[config.mk]
export PLATFORM = sky130hd
export DESIGN_NAME = cpu_addressing_sequencer
export DESIGN_NICKNAME = d
export VERILOG_FILES = /design/src/verilog/addr_seq_pkg.sv /design/src/verilog/wrap_adder16.sv /design/src/verilog/cpu_addressing_sequencer.sv
export SDC_FILE = /design/constraint.sdc
export NUM_CORES = 1
export LEC_CHECK = 0
export BUFFER_PORTS_ARGS = -buffer_cell sky130_fd_sc_hd__buf_2
export CAP_MARGIN = 15
export CORE_MARGIN = 4
export CORE_UTILIZATION = 50
export DETAILED_ROUTE_END_ITERATION = 6
export PLACE_DENSITY_LB_ADDON = 0.12
export RECOVER_POWER = 100
export SETUP_SLACK_MARGIN = 0.05
export SYNTH_ARGS = -nofsm -noshare
export SYNTH_HDL_FRONTEND = slang
export SYNTH_HIERARCHICAL = 1
export SYNTH_SLANG_ARGS = --single-unit
[constraint.sdc]
create_clock -name I_REF_CLK -period 2.7 [get_ports I_REF_CLK]
set_clock_uncertainty 0.1 [all_clocks]
set_input_delay 0.405 -clock I_REF_CLK [delete_from_list [all_inputs] [get_ports I_REF_CLK]]
set_output_delay 0.405 -clock I_REF_CLK [all_outputs]
set_load 0.01 [all_outputs]
[src/verilog/addr_seq_pkg.sv]
package addr_seq_pkg;

  // reset values and the 16-bit increment step
  localparam logic [15:0] RST_WORD = 16'h0000;
  localparam logic [7:0] RST_BYTE = 8'h00;
  localparam logic [15:0] STEP_ONE = 16'h0001;

  // operand addressing modes served here
  typedef enum logic [1:0] {
    MODE_BIG_ABS    = 2'b00,
    MODE_INDEXED    = 2'b01,
    MODE_INDIRECT   = 2'b10,
    MODE_PREINDEXED = 2'b11
  } mode_type;

  // decoded instruction classes handed in by the core
  typedef enum logic [4:0] {
    OP_ADD                  = 5'b00000,
    OP_ADD_WITH_CARRY       = 5'b00001,
    OP_AND                  = 5'b00010,
    OP_COMPARE_WORKING_REG  = 5'b00011,
    OP_LOAD_WORKING_REG     = 5'b00100,
    OP_OR                   = 5'b00101,
    OP_STORE_WORKING_REG    = 5'b00110,
    OP_SUB                  = 5'b00111,
    OP_SUBTRACT_WITH_BORROW = 5'b01000,
    OP_XOR                  = 5'b01001,
    OP_JUMP_ALWAYS          = 5'b01010,
    OP_CALL_SUBROUTINE      = 5'b01011,
    OP_WIDE_LOAD_STACK_PTR  = 5'b01100,
    OP_WIDE_LOAD_OFFSET_REG = 5'b01101,
    OP_WIDE_LOAD_VECTOR     = 5'b01110,
    OP_WIDE_STORE_STACK_PTR = 5'b01111,
    OP_WIDE_STORE_OFFSET_REG = 5'b10000
  } op_type;

  // sequencer states, one memory access in each state except idle and done
  typedef enum logic [3:0] {
    ST_IDLE     = 4'b0000,
    ST_OPCODE   = 4'b0001,
    ST_ADDR_HI  = 4'b0010,
    ST_ADDR_LO  = 4'b0011,
    ST_PTR_HI   = 4'b0100,
    ST_PTR_LO   = 4'b0101,
    ST_DATA     = 4'b0110,
    ST_WIDE_HI  = 4'b0111,
    ST_WIDE_LO  = 4'b1000,
    ST_DONE     = 4'b1001
  } state_type;

endpackage

[src/verilog/wrap_adder16.sv]
`timescale 1ns/1ps
// 16-bit adder whose carry out is dropped, so sums wrap modulo 65536
module wrap_adder16 (
  input wire logic [15:0] i_a,
  input wire logic [15:0] i_b,
  output logic [15:0] o_sum
);

  logic [16:0] full_sum;

  // low-byte carry ripples into the high byte; bit 16 is discarded
  assign full_sum = {1'b0, i_a} + {1'b0, i_b};
  assign o_sum = full_sum[15:0];

endmodule

[src/verilog/cpu_addressing_sequencer.sv]
`timescale 1ns/1ps
module cpu_addressing_sequencer
  import addr_seq_pkg::*;
(
  input wire logic I_REF_CLK,
  input wire logic I_RSTN,
  input wire logic I_START,
  input wire logic [1:0] I_MODE,
  input wire logic [4:0] I_OP,
  input wire logic I_CARRY,
  input wire logic [7:0] I_MEM_RDATA,
  output logic [15:0] O_MEM_ADDR,
  output logic O_MEM_RD,
  output logic O_MEM_WR,
  output logic [7:0] O_MEM_WDATA,
  output logic O_BUSY,
  output logic O_DONE,
  output logic O_ILLEGAL,
  output logic [15:0] O_PROGRAM_COUNTER,
  output logic [7:0] O_OPCODE_HOLDING_REGISTER,
  output logic [7:0] O_WORKING_REGISTER,
  output logic [15:0] O_INDEX_REG,
  output logic [15:0] O_STACK_POINTER,
  output logic [15:0] O_INTERRUPT_VECTOR
);

  state_type state_q, state_d;
  mode_type mode_q, mode_d;
  op_type op_q, op_d;
  logic [15:0] pc_q, pc_d;
  logic [7:0] ir_q, ir_d;
  logic [15:0] temp_a_q, temp_a_d;
  logic [15:0] temp_b_q, temp_b_d;
  logic [15:0] index_q, index_d;
  logic [15:0] sp_q, sp_d;
  logic [15:0] iv_q, iv_d;
  logic [7:0] work_q, work_d;
  logic [15:0] addr_q, addr_d;
  logic rd_q, rd_d;
  logic wr_q, wr_d;
  logic [7:0] wdata_q, wdata_d;
  logic done_q, done_d;
  logic busy_q, busy_d;
  logic illegal_q, illegal_d;
  logic [15:0] operand_addr;
  logic [15:0] indexed_sum;
  logic [15:0] wide_src;

  // legal mode and class pairs; anything else is refused at start
  function automatic logic is_legal(input mode_type m, input op_type o);
    logic ok;
    ok = 1'b0;
    case (m)
      MODE_BIG_ABS: ok = (o >= OP_WIDE_LOAD_STACK_PTR) && (o <= OP_WIDE_STORE_OFFSET_REG);
      MODE_INDEXED: ok = (o <= OP_CALL_SUBROUTINE);
      default: ok = (o == OP_LOAD_WORKING_REG) || (o == OP_STORE_WORKING_REG) ||
                    (o == OP_JUMP_ALWAYS) || (o == OP_CALL_SUBROUTINE);
    endcase
    return ok;
  endfunction

  // jump and call both just take a new program counter here
  function automatic logic is_jump(input op_type o);
    return (o == OP_JUMP_ALWAYS) || (o == OP_CALL_SUBROUTINE);
  endfunction

  // the wide stores only write memory
  function automatic logic is_wide_store(input op_type o);
    return (o == OP_WIDE_STORE_STACK_PTR) || (o == OP_WIDE_STORE_OFFSET_REG);
  endfunction

  // byte operation on the working register; compare leaves it untouched
  function automatic logic [7:0] alu(input op_type o, input logic [7:0] a, input logic [7:0] b,
                                     input logic c);
    logic [7:0] r;
    r = a;
    case (o)
      OP_ADD: r = a + b;
      OP_ADD_WITH_CARRY: r = a + b + {7'h00, c};
      OP_AND: r = a & b;
      OP_LOAD_WORKING_REG: r = b;
      OP_OR: r = a | b;
      OP_SUB: r = a - b;
      OP_SUBTRACT_WITH_BORROW: r = a - b - {7'h00, c};
      OP_XOR: r = a ^ b;
      default: r = a;
    endcase
    return r;
  endfunction

  // operand address assembled from the latched high half and the low byte now on the bus
  assign operand_addr = {temp_a_q[15:8], I_MEM_RDATA};
  assign wide_src = (op_q == OP_WIDE_STORE_STACK_PTR) ? sp_q : index_q;

  // operand plus index, wrapping; index register only read
  wrap_adder16 u_index_add (
    .i_a(operand_addr),
    .i_b(index_q),
    .o_sum(indexed_sum)
  );

  // next-state and datapath; memory is read combinationally in the cycle its strobe is high
  always_comb begin
    state_d = state_q;
    mode_d = mode_q;
    op_d = op_q;
    pc_d = pc_q;
    ir_d = ir_q;
    temp_a_d = temp_a_q;
    temp_b_d = temp_b_q;
    // index changes only by a wide load
    index_d = index_q;
    sp_d = sp_q;
    iv_d = iv_q;
    work_d = work_q;
    addr_d = addr_q;
    rd_d = 1'b0;
    wr_d = 1'b0;
    wdata_d = wdata_q;
    done_d = 1'b0;
    busy_d = busy_q;
    illegal_d = 1'b0;
    case (state_q)
      ST_IDLE: begin
        if (I_START) begin
          if (is_legal(mode_type'(I_MODE), op_type'(I_OP))) begin
            mode_d = mode_type'(I_MODE);
            op_d = op_type'(I_OP);
            addr_d = pc_q;
            rd_d = 1'b1;
            busy_d = 1'b1;
            state_d = ST_OPCODE;
          end else begin
            illegal_d = 1'b1;
          end
        end
      end
      // opcode fetch then high address byte
      ST_OPCODE: begin
        ir_d = I_MEM_RDATA;
        pc_d = pc_q + STEP_ONE;
        addr_d = pc_q + STEP_ONE;
        rd_d = 1'b1;
        state_d = ST_ADDR_HI;
      end
      // high byte into counter A high half
      ST_ADDR_HI: begin
        temp_a_d[15:8] = I_MEM_RDATA;
        pc_d = pc_q + STEP_ONE;
        addr_d = pc_q + STEP_ONE;
        rd_d = 1'b1;
        state_d = ST_ADDR_LO;
      end
      // low byte completes counter A; main counter then held
      ST_ADDR_LO: begin
        temp_a_d = operand_addr;
        pc_d = pc_q + STEP_ONE;
        case (mode_q)
          // big absolute: first data byte at the operand address
          MODE_BIG_ABS: begin
            addr_d = operand_addr;
            rd_d = !is_wide_store(op_q);
            wr_d = is_wide_store(op_q);
            wdata_d = wide_src[15:8];
            state_d = ST_WIDE_HI;
          end
          MODE_INDEXED: begin
            if (is_jump(op_q)) begin
              pc_d = indexed_sum;
              state_d = ST_DONE;
            end else begin
              addr_d = indexed_sum;
              rd_d = (op_q != OP_STORE_WORKING_REG);
              wr_d = (op_q == OP_STORE_WORKING_REG);
              wdata_d = work_q;
              state_d = ST_DATA;
            end
          end
          // counter A points at the second address
          MODE_INDIRECT: begin
            addr_d = operand_addr;
            rd_d = 1'b1;
            state_d = ST_PTR_HI;
          end
          // counter A plus index points at the second address
          default: begin
            addr_d = indexed_sum;
            rd_d = 1'b1;
            state_d = ST_PTR_HI;
          end
        endcase
      end
      ST_PTR_HI: begin
        temp_b_d[15:8] = I_MEM_RDATA;
        // counter A steps on in indirect mode
        if (mode_q == MODE_INDIRECT) begin
          temp_a_d = temp_a_q + STEP_ONE;
        end
        // next byte, wrapping past the top
        addr_d = addr_q + STEP_ONE;
        rd_d = 1'b1;
        state_d = ST_PTR_LO;
      end
      ST_PTR_LO: begin
        temp_b_d[7:0] = I_MEM_RDATA;
        if (is_jump(op_q)) begin
          // fetched second address becomes the counter
          pc_d = {temp_b_q[15:8], I_MEM_RDATA};
          state_d = ST_DONE;
        end else begin
          addr_d = {temp_b_q[15:8], I_MEM_RDATA};
          rd_d = (op_q != OP_STORE_WORKING_REG);
          wr_d = (op_q == OP_STORE_WORKING_REG);
          wdata_d = work_q;
          state_d = ST_DATA;
        end
      end
      // data byte into the working register; a store writes at the edge ending this state
      ST_DATA: begin
        if (rd_q) begin
          work_d = alu(op_q, work_q, I_MEM_RDATA, I_CARRY);
        end
        state_d = ST_DONE;
      end
      // high data byte, then counter A steps to the low byte
      ST_WIDE_HI: begin
        case (op_q)
          OP_WIDE_LOAD_STACK_PTR: sp_d[15:8] = I_MEM_RDATA;
          OP_WIDE_LOAD_OFFSET_REG: index_d[15:8] = I_MEM_RDATA;
          OP_WIDE_LOAD_VECTOR: iv_d[15:8] = I_MEM_RDATA;
          default: ;
        endcase
        temp_a_d = temp_a_q + STEP_ONE;
        addr_d = addr_q + STEP_ONE;
        rd_d = !is_wide_store(op_q);
        wr_d = is_wide_store(op_q);
        wdata_d = wide_src[7:0];
        state_d = ST_WIDE_LO;
      end
      // low data byte into the low half
      ST_WIDE_LO: begin
        case (op_q)
          OP_WIDE_LOAD_STACK_PTR: sp_d[7:0] = I_MEM_RDATA;
          OP_WIDE_LOAD_OFFSET_REG: index_d[7:0] = I_MEM_RDATA;
          OP_WIDE_LOAD_VECTOR: iv_d[7:0] = I_MEM_RDATA;
          default: ;
        endcase
        state_d = ST_DONE;
      end
      // control returns to the main counter
      ST_DONE: begin
        done_d = 1'b1;
        busy_d = 1'b0;
        state_d = ST_IDLE;
      end
      default: begin
        busy_d = 1'b0;
        state_d = ST_IDLE;
      end
    endcase
  end

  // registers only; synchronous active-low reset
  always_ff @(posedge I_REF_CLK) begin
    if (!I_RSTN) begin
      state_q <= ST_IDLE;
      mode_q <= MODE_BIG_ABS;
      op_q <= OP_ADD;
      pc_q <= RST_WORD;
      ir_q <= RST_BYTE;
      temp_a_q <= RST_WORD;
      temp_b_q <= RST_WORD;
      index_q <= RST_WORD;
      sp_q <= RST_WORD;
      iv_q <= RST_WORD;
      work_q <= RST_BYTE;
      addr_q <= RST_WORD;
      rd_q <= 1'b0;
      wr_q <= 1'b0;
      wdata_q <= RST_BYTE;
      done_q <= 1'b0;
      busy_q <= 1'b0;
      illegal_q <= 1'b0;
    end else begin
      state_q <= state_d;
      mode_q <= mode_d;
      op_q <= op_d;
      pc_q <= pc_d;
      ir_q <= ir_d;
      temp_a_q <= temp_a_d;
      temp_b_q <= temp_b_d;
      index_q <= index_d;
      sp_q <= sp_d;
      iv_q <= iv_d;
      work_q <= work_d;
      addr_q <= addr_d;
      rd_q <= rd_d;
      wr_q <= wr_d;
      wdata_q <= wdata_d;
      done_q <= done_d;
      busy_q <= busy_d;
      illegal_q <= illegal_d;
    end
  end

  // every output straight from a flip-flop
  assign O_MEM_ADDR = addr_q;
  assign O_MEM_RD = rd_q;
  assign O_MEM_WR = wr_q;
  assign O_MEM_WDATA = wdata_q;
  assign O_BUSY = busy_q;
  assign O_DONE = done_q;
  assign O_ILLEGAL = illegal_q;
  assign O_PROGRAM_COUNTER = pc_q;
  assign O_OPCODE_HOLDING_REGISTER = ir_q;
  assign O_WORKING_REGISTER = work_q;
  assign O_INDEX_REG = index_q;
  assign O_STACK_POINTER = sp_q;
  assign O_INTERRUPT_VECTOR = iv_q;

endmodule

==> flow_metrics.py <==
metrics = {
    "grt": {
        "overflow": 0,
        "grt_usage": 0.327,
        "grt_use_met2": 0.467,
        "antenna_found_initial": 0,
        "met3_usage": 0.0902,
        "grt_pass1_wl_um": 57500,
        "grt_max_degree": 123,
        "top_usage_layer": "met1",
        "use_met1": 0.472,
        "grt_pass1_vias": 10245,
    },
    "timing": {
        "setup_ws_ns": -0.113,
        "fin_crit_sh": 1.04,
        "hold_violations": 0,
        "whs_ns": 0.133,
        "fin_crit_ns": 2.81,
        "report.final.setup_viol": 6,
        "maxSlewViolCount": 0,
        "rsz0062_at_grt": "true",
        "tns_ns": -0.404,
        "fmax_mhz": 356,
        "slew_headroom": 0.592,
        "worstMarginPinSlew_ns": 0.607,
    },
    "finish": {
        "multi_input_area_um2": 6930,
        "register_area_um2": 2890,
        "fillCellCount": 1761,
        "area_growth_pct": 28.4,
        "n_antenna_cell": 0,
        "design_area_um2": 12900,
        "drive_gt1_frac": 0.227,
        "nNetsFinal": 1617,
    },
    "die": {
        "initial_core_util": 0.512,
        "core_um2": 19600,
        "io-pin-count": 128,
        "fp-row-count": 51,
        "dieArea_um2": 22400,
        "die-height_um": 150,
        "die_x_um": 150,
    },
    "worst_setup_path": {
        "crit_arrival_ns": 3.01,
        "r2r_setup_slack_ns": -0.11,
        "r2r-start": "O_INDEX_REG[0]$_SDFFE_PN0P_",
        "r2r_cells": 12,
        "cp-start-kind": "flip-flop",
        "cp-end-kind": "flip-flop",
        "crit_required_ns": 2.90,
        "crit_path_max_fanout": 3,
        "r2r_end": "O_MEM_ADDR[8]$_SDFFE_PN0P_",
        "crit_type": "flip-flop to flip-flop",
    },
    "clocking": {
        "clk_path_buf_depth": 2,
        "clock-root-buffer": "clkbuf_16",
        "htreeDepth": 4,
        "cts_sinks": 144,
        "cts_tree": "built",
        "path_clk_slew_ns": 0.07,
        "clk_latency_ns": 0.43,
        "cts_buffers": 17,
    },
    "synth": {
        "ys_seq_area_frac": 0.287,
        "synth_top_area_share": 0.287,
        "synth_fp_nets": 1370,
        "netlist_top_cells_area": "dfxtp_1, nand2_1, a21oi_1",
        "synth_common_cells": "nand2_1, dfxtp_1, nor2_1",
        "yosys_register_bits": 144,
        "synth_edf_count": 0,
        "synth_area_um2": 10000,
        "yosysWarnings": 6,
        "yosys.area.top_type": "dfxtp_1",
        "yosysMostFrequentCell": "nand2_1",
        "syn_inst": 1303,
        "synthFlopType": "dfxtp_1",
        "async_flop_share": 0,
        "synth_cell_types": 85,
        "syn_avg_cell_area_um2": 7.70,
    },
    "power": {
        "leakagePower_nw": 4.94,
        "peakVddDrop_mv": 0.651,
        "p_int_mw": 3.85,
        "pwr-share-comb": 0.155,
        "swShare": 0.305,
        "power.total_mw": 5.54,
        "p_sw_mw": 1.69,
        "clock_power_share": 0.440,
        "p_per_area_nw_per_um2": 430,
        "p_seq_frac": 0.405,
    },
    "place": {
        "placed_area_um2": 12100,
        "detailedPlace.worstSlack_ns": -0.330,
        "gp_congestion": 0.963,
        "dpl.hpwl_um": 27700,
        "portBuffers": 127,
    },
    "min_path": {
        "hold_start": "I_OP[0]",
        "hold_end": "op_q[0]$_SDFFE_PN0P_",
        "hold_path_class": "input port to flip-flop",
        "hold_path_depth": 3,
    },
    "drt": {
        "drt-total-wl_um": 37500,
        "wl_per_cell_um": 20.5,
        "first_pass_iters": 7,
        "dr.first_iter.drc_count": 1386,
        "drc": 0,
        "vias": 11278,
        "ant_nets": 0,
        "routed_via_density": 6.17,
    },
    "run_status": {
        "failed_checks": "negative setup slack",
        "status": "finished with violations",
    },
    "flow_run": {
        "maxCapViolCount": 0,
    },
}
## through the flow
stage | util | std cells
floorplan | - | 1303
global placement | 0.616 | 1789
detailed placement | 0.616 | 1789
CTS | 0.649 | 1823
global route | 0.658 | 1828
finish | 0.658 | 1828
## cell families after synthesis
kind of cell | count (synthesis) | share of synthesized area
AOI/OAI and AO/OA | 401 | 0.267
DFF | 144 | 0.287
buffers and inverters | 121 | 0.0526
xor gates and xnor gates | 49 | 0.0428
and+or+nand+nor | 481 | 0.229
adders and majority gates | 48 | 0.0621
muxes | 59 | 0.0595
## timing repair
action                     4_1_cts  5_1_grt
setup buffers                    2        5
resized for setup                8       53
setup endpoints to repair        8       16
gates cloned                     0        0
pin swaps                        7       29
hold buffers                     0        0
## sequential cells by signal, summed over array words and instances, names as in the netlist, 8 cells and up
name and count:
O_STACK_POINTER 16, temp_a_q 16, O_OPCODE_HOLDING_REGISTER 8, O_MEM_ADDR 16, temp_b_q 8, O_MEM_WDATA 8
O_PROGRAM_COUNTER 16, O_INTERRUPT_VECTOR 16, O_WORKING_REGISTER 8, O_INDEX_REG 16
## layer usage
layer / up-vias / part of all wire
li1: 5269 / -
met1: 5306 / 0.43
met2: 633 / 0.42
met3: 70 / 0.11
met4: 0 / 0.033
met5: - / 0
## placed cells by master (no fill, tap or decap), drive strengths merged, types with 7 or more instances in the layout
cell type	n
and3	18
o31ai	7
o22ai	23
ha	45
nand2b	15
buf	231
a311oi	7
a211oi	16
a221o	7
a221oi	24
nand4	16
xnor2	32
or3	9
nand2	178
nor2	139
o21ai	81
nor4	7
a31oi	13
nor3	24
nand3	39
a22oi	27
nor2b	8
xor2	17
mux2i	54
a21oi	119
inv	41
dfxtp	144
clkbuf	101
a21o	11
clkinv	7
o211ai	10
## final cells by class
type	instances	area share
Sequential cell	144	0.224
Multi-Input combinational cell	1038	0.538
Tap cell	265	0.0257
Timing Repair Buffer	314	0.155
Inverter	35	0.0103
Clock buffer	18	0.0333
Clock inverter	14	0.0133
## worst max-delay path, cell delays in order (launching register included)
cell and delay, ns:
dfxtp_4 0.36, ha_4 0.16, fa_2 0.33, a21o_1 0.20, a31oi_4 0.20, o21ba_4 0.20, buf_4 0.12, xnor2_1 0.06
mux2_2 0.27, a222oi_1 0.36, o311ai_1 0.16, nand2_1 0.08, a21oi_1 0.06
## power by group through the flow
stage / clock network, mW / logic (mW) / registers [mW]
floorplan: 0 / 0.463 / 2.28
global placement: 0 / 0.808 / 2.29
detailed placement: 0 / 0.814 / 2.29
CTS: 2.46 / 0.820 / 2.24
global route: 2.55 / 0.920 / 2.25
finish: 2.44 / 0.858 / 2.24
## worst max path at each step
stage,startpoint,to,slack (ns),cells past startpoint
after detailed placement,I_MEM_RDATA[0],O_MEM_ADDR[12]$_SDFFE_PN0P_,-0.33,15
after CTS,O_INDEX_REG[0]$_SDFFE_PN0P_,O_MEM_ADDR[10]$_SDFFE_PN0P_,-0.06,12
after global routing,O_INDEX_REG[0]$_SDFFE_PN0P_,O_MEM_ADDR[14]$_SDFFE_PN0P_,-0.20,12
after global placement,I_MEM_RDATA[0],O_MEM_ADDR[10]$_SDFFE_PN0P_,-0.28,13
after floorplan,I_MEM_RDATA[0],O_MEM_ADDR[10]$_SDFFE_PN0P_,0.02,12
final,O_INDEX_REG[0]$_SDFFE_PN0P_,O_MEM_ADDR[8]$_SDFFE_PN0P_,-0.11,12
(Power assumes the default switching activity.)
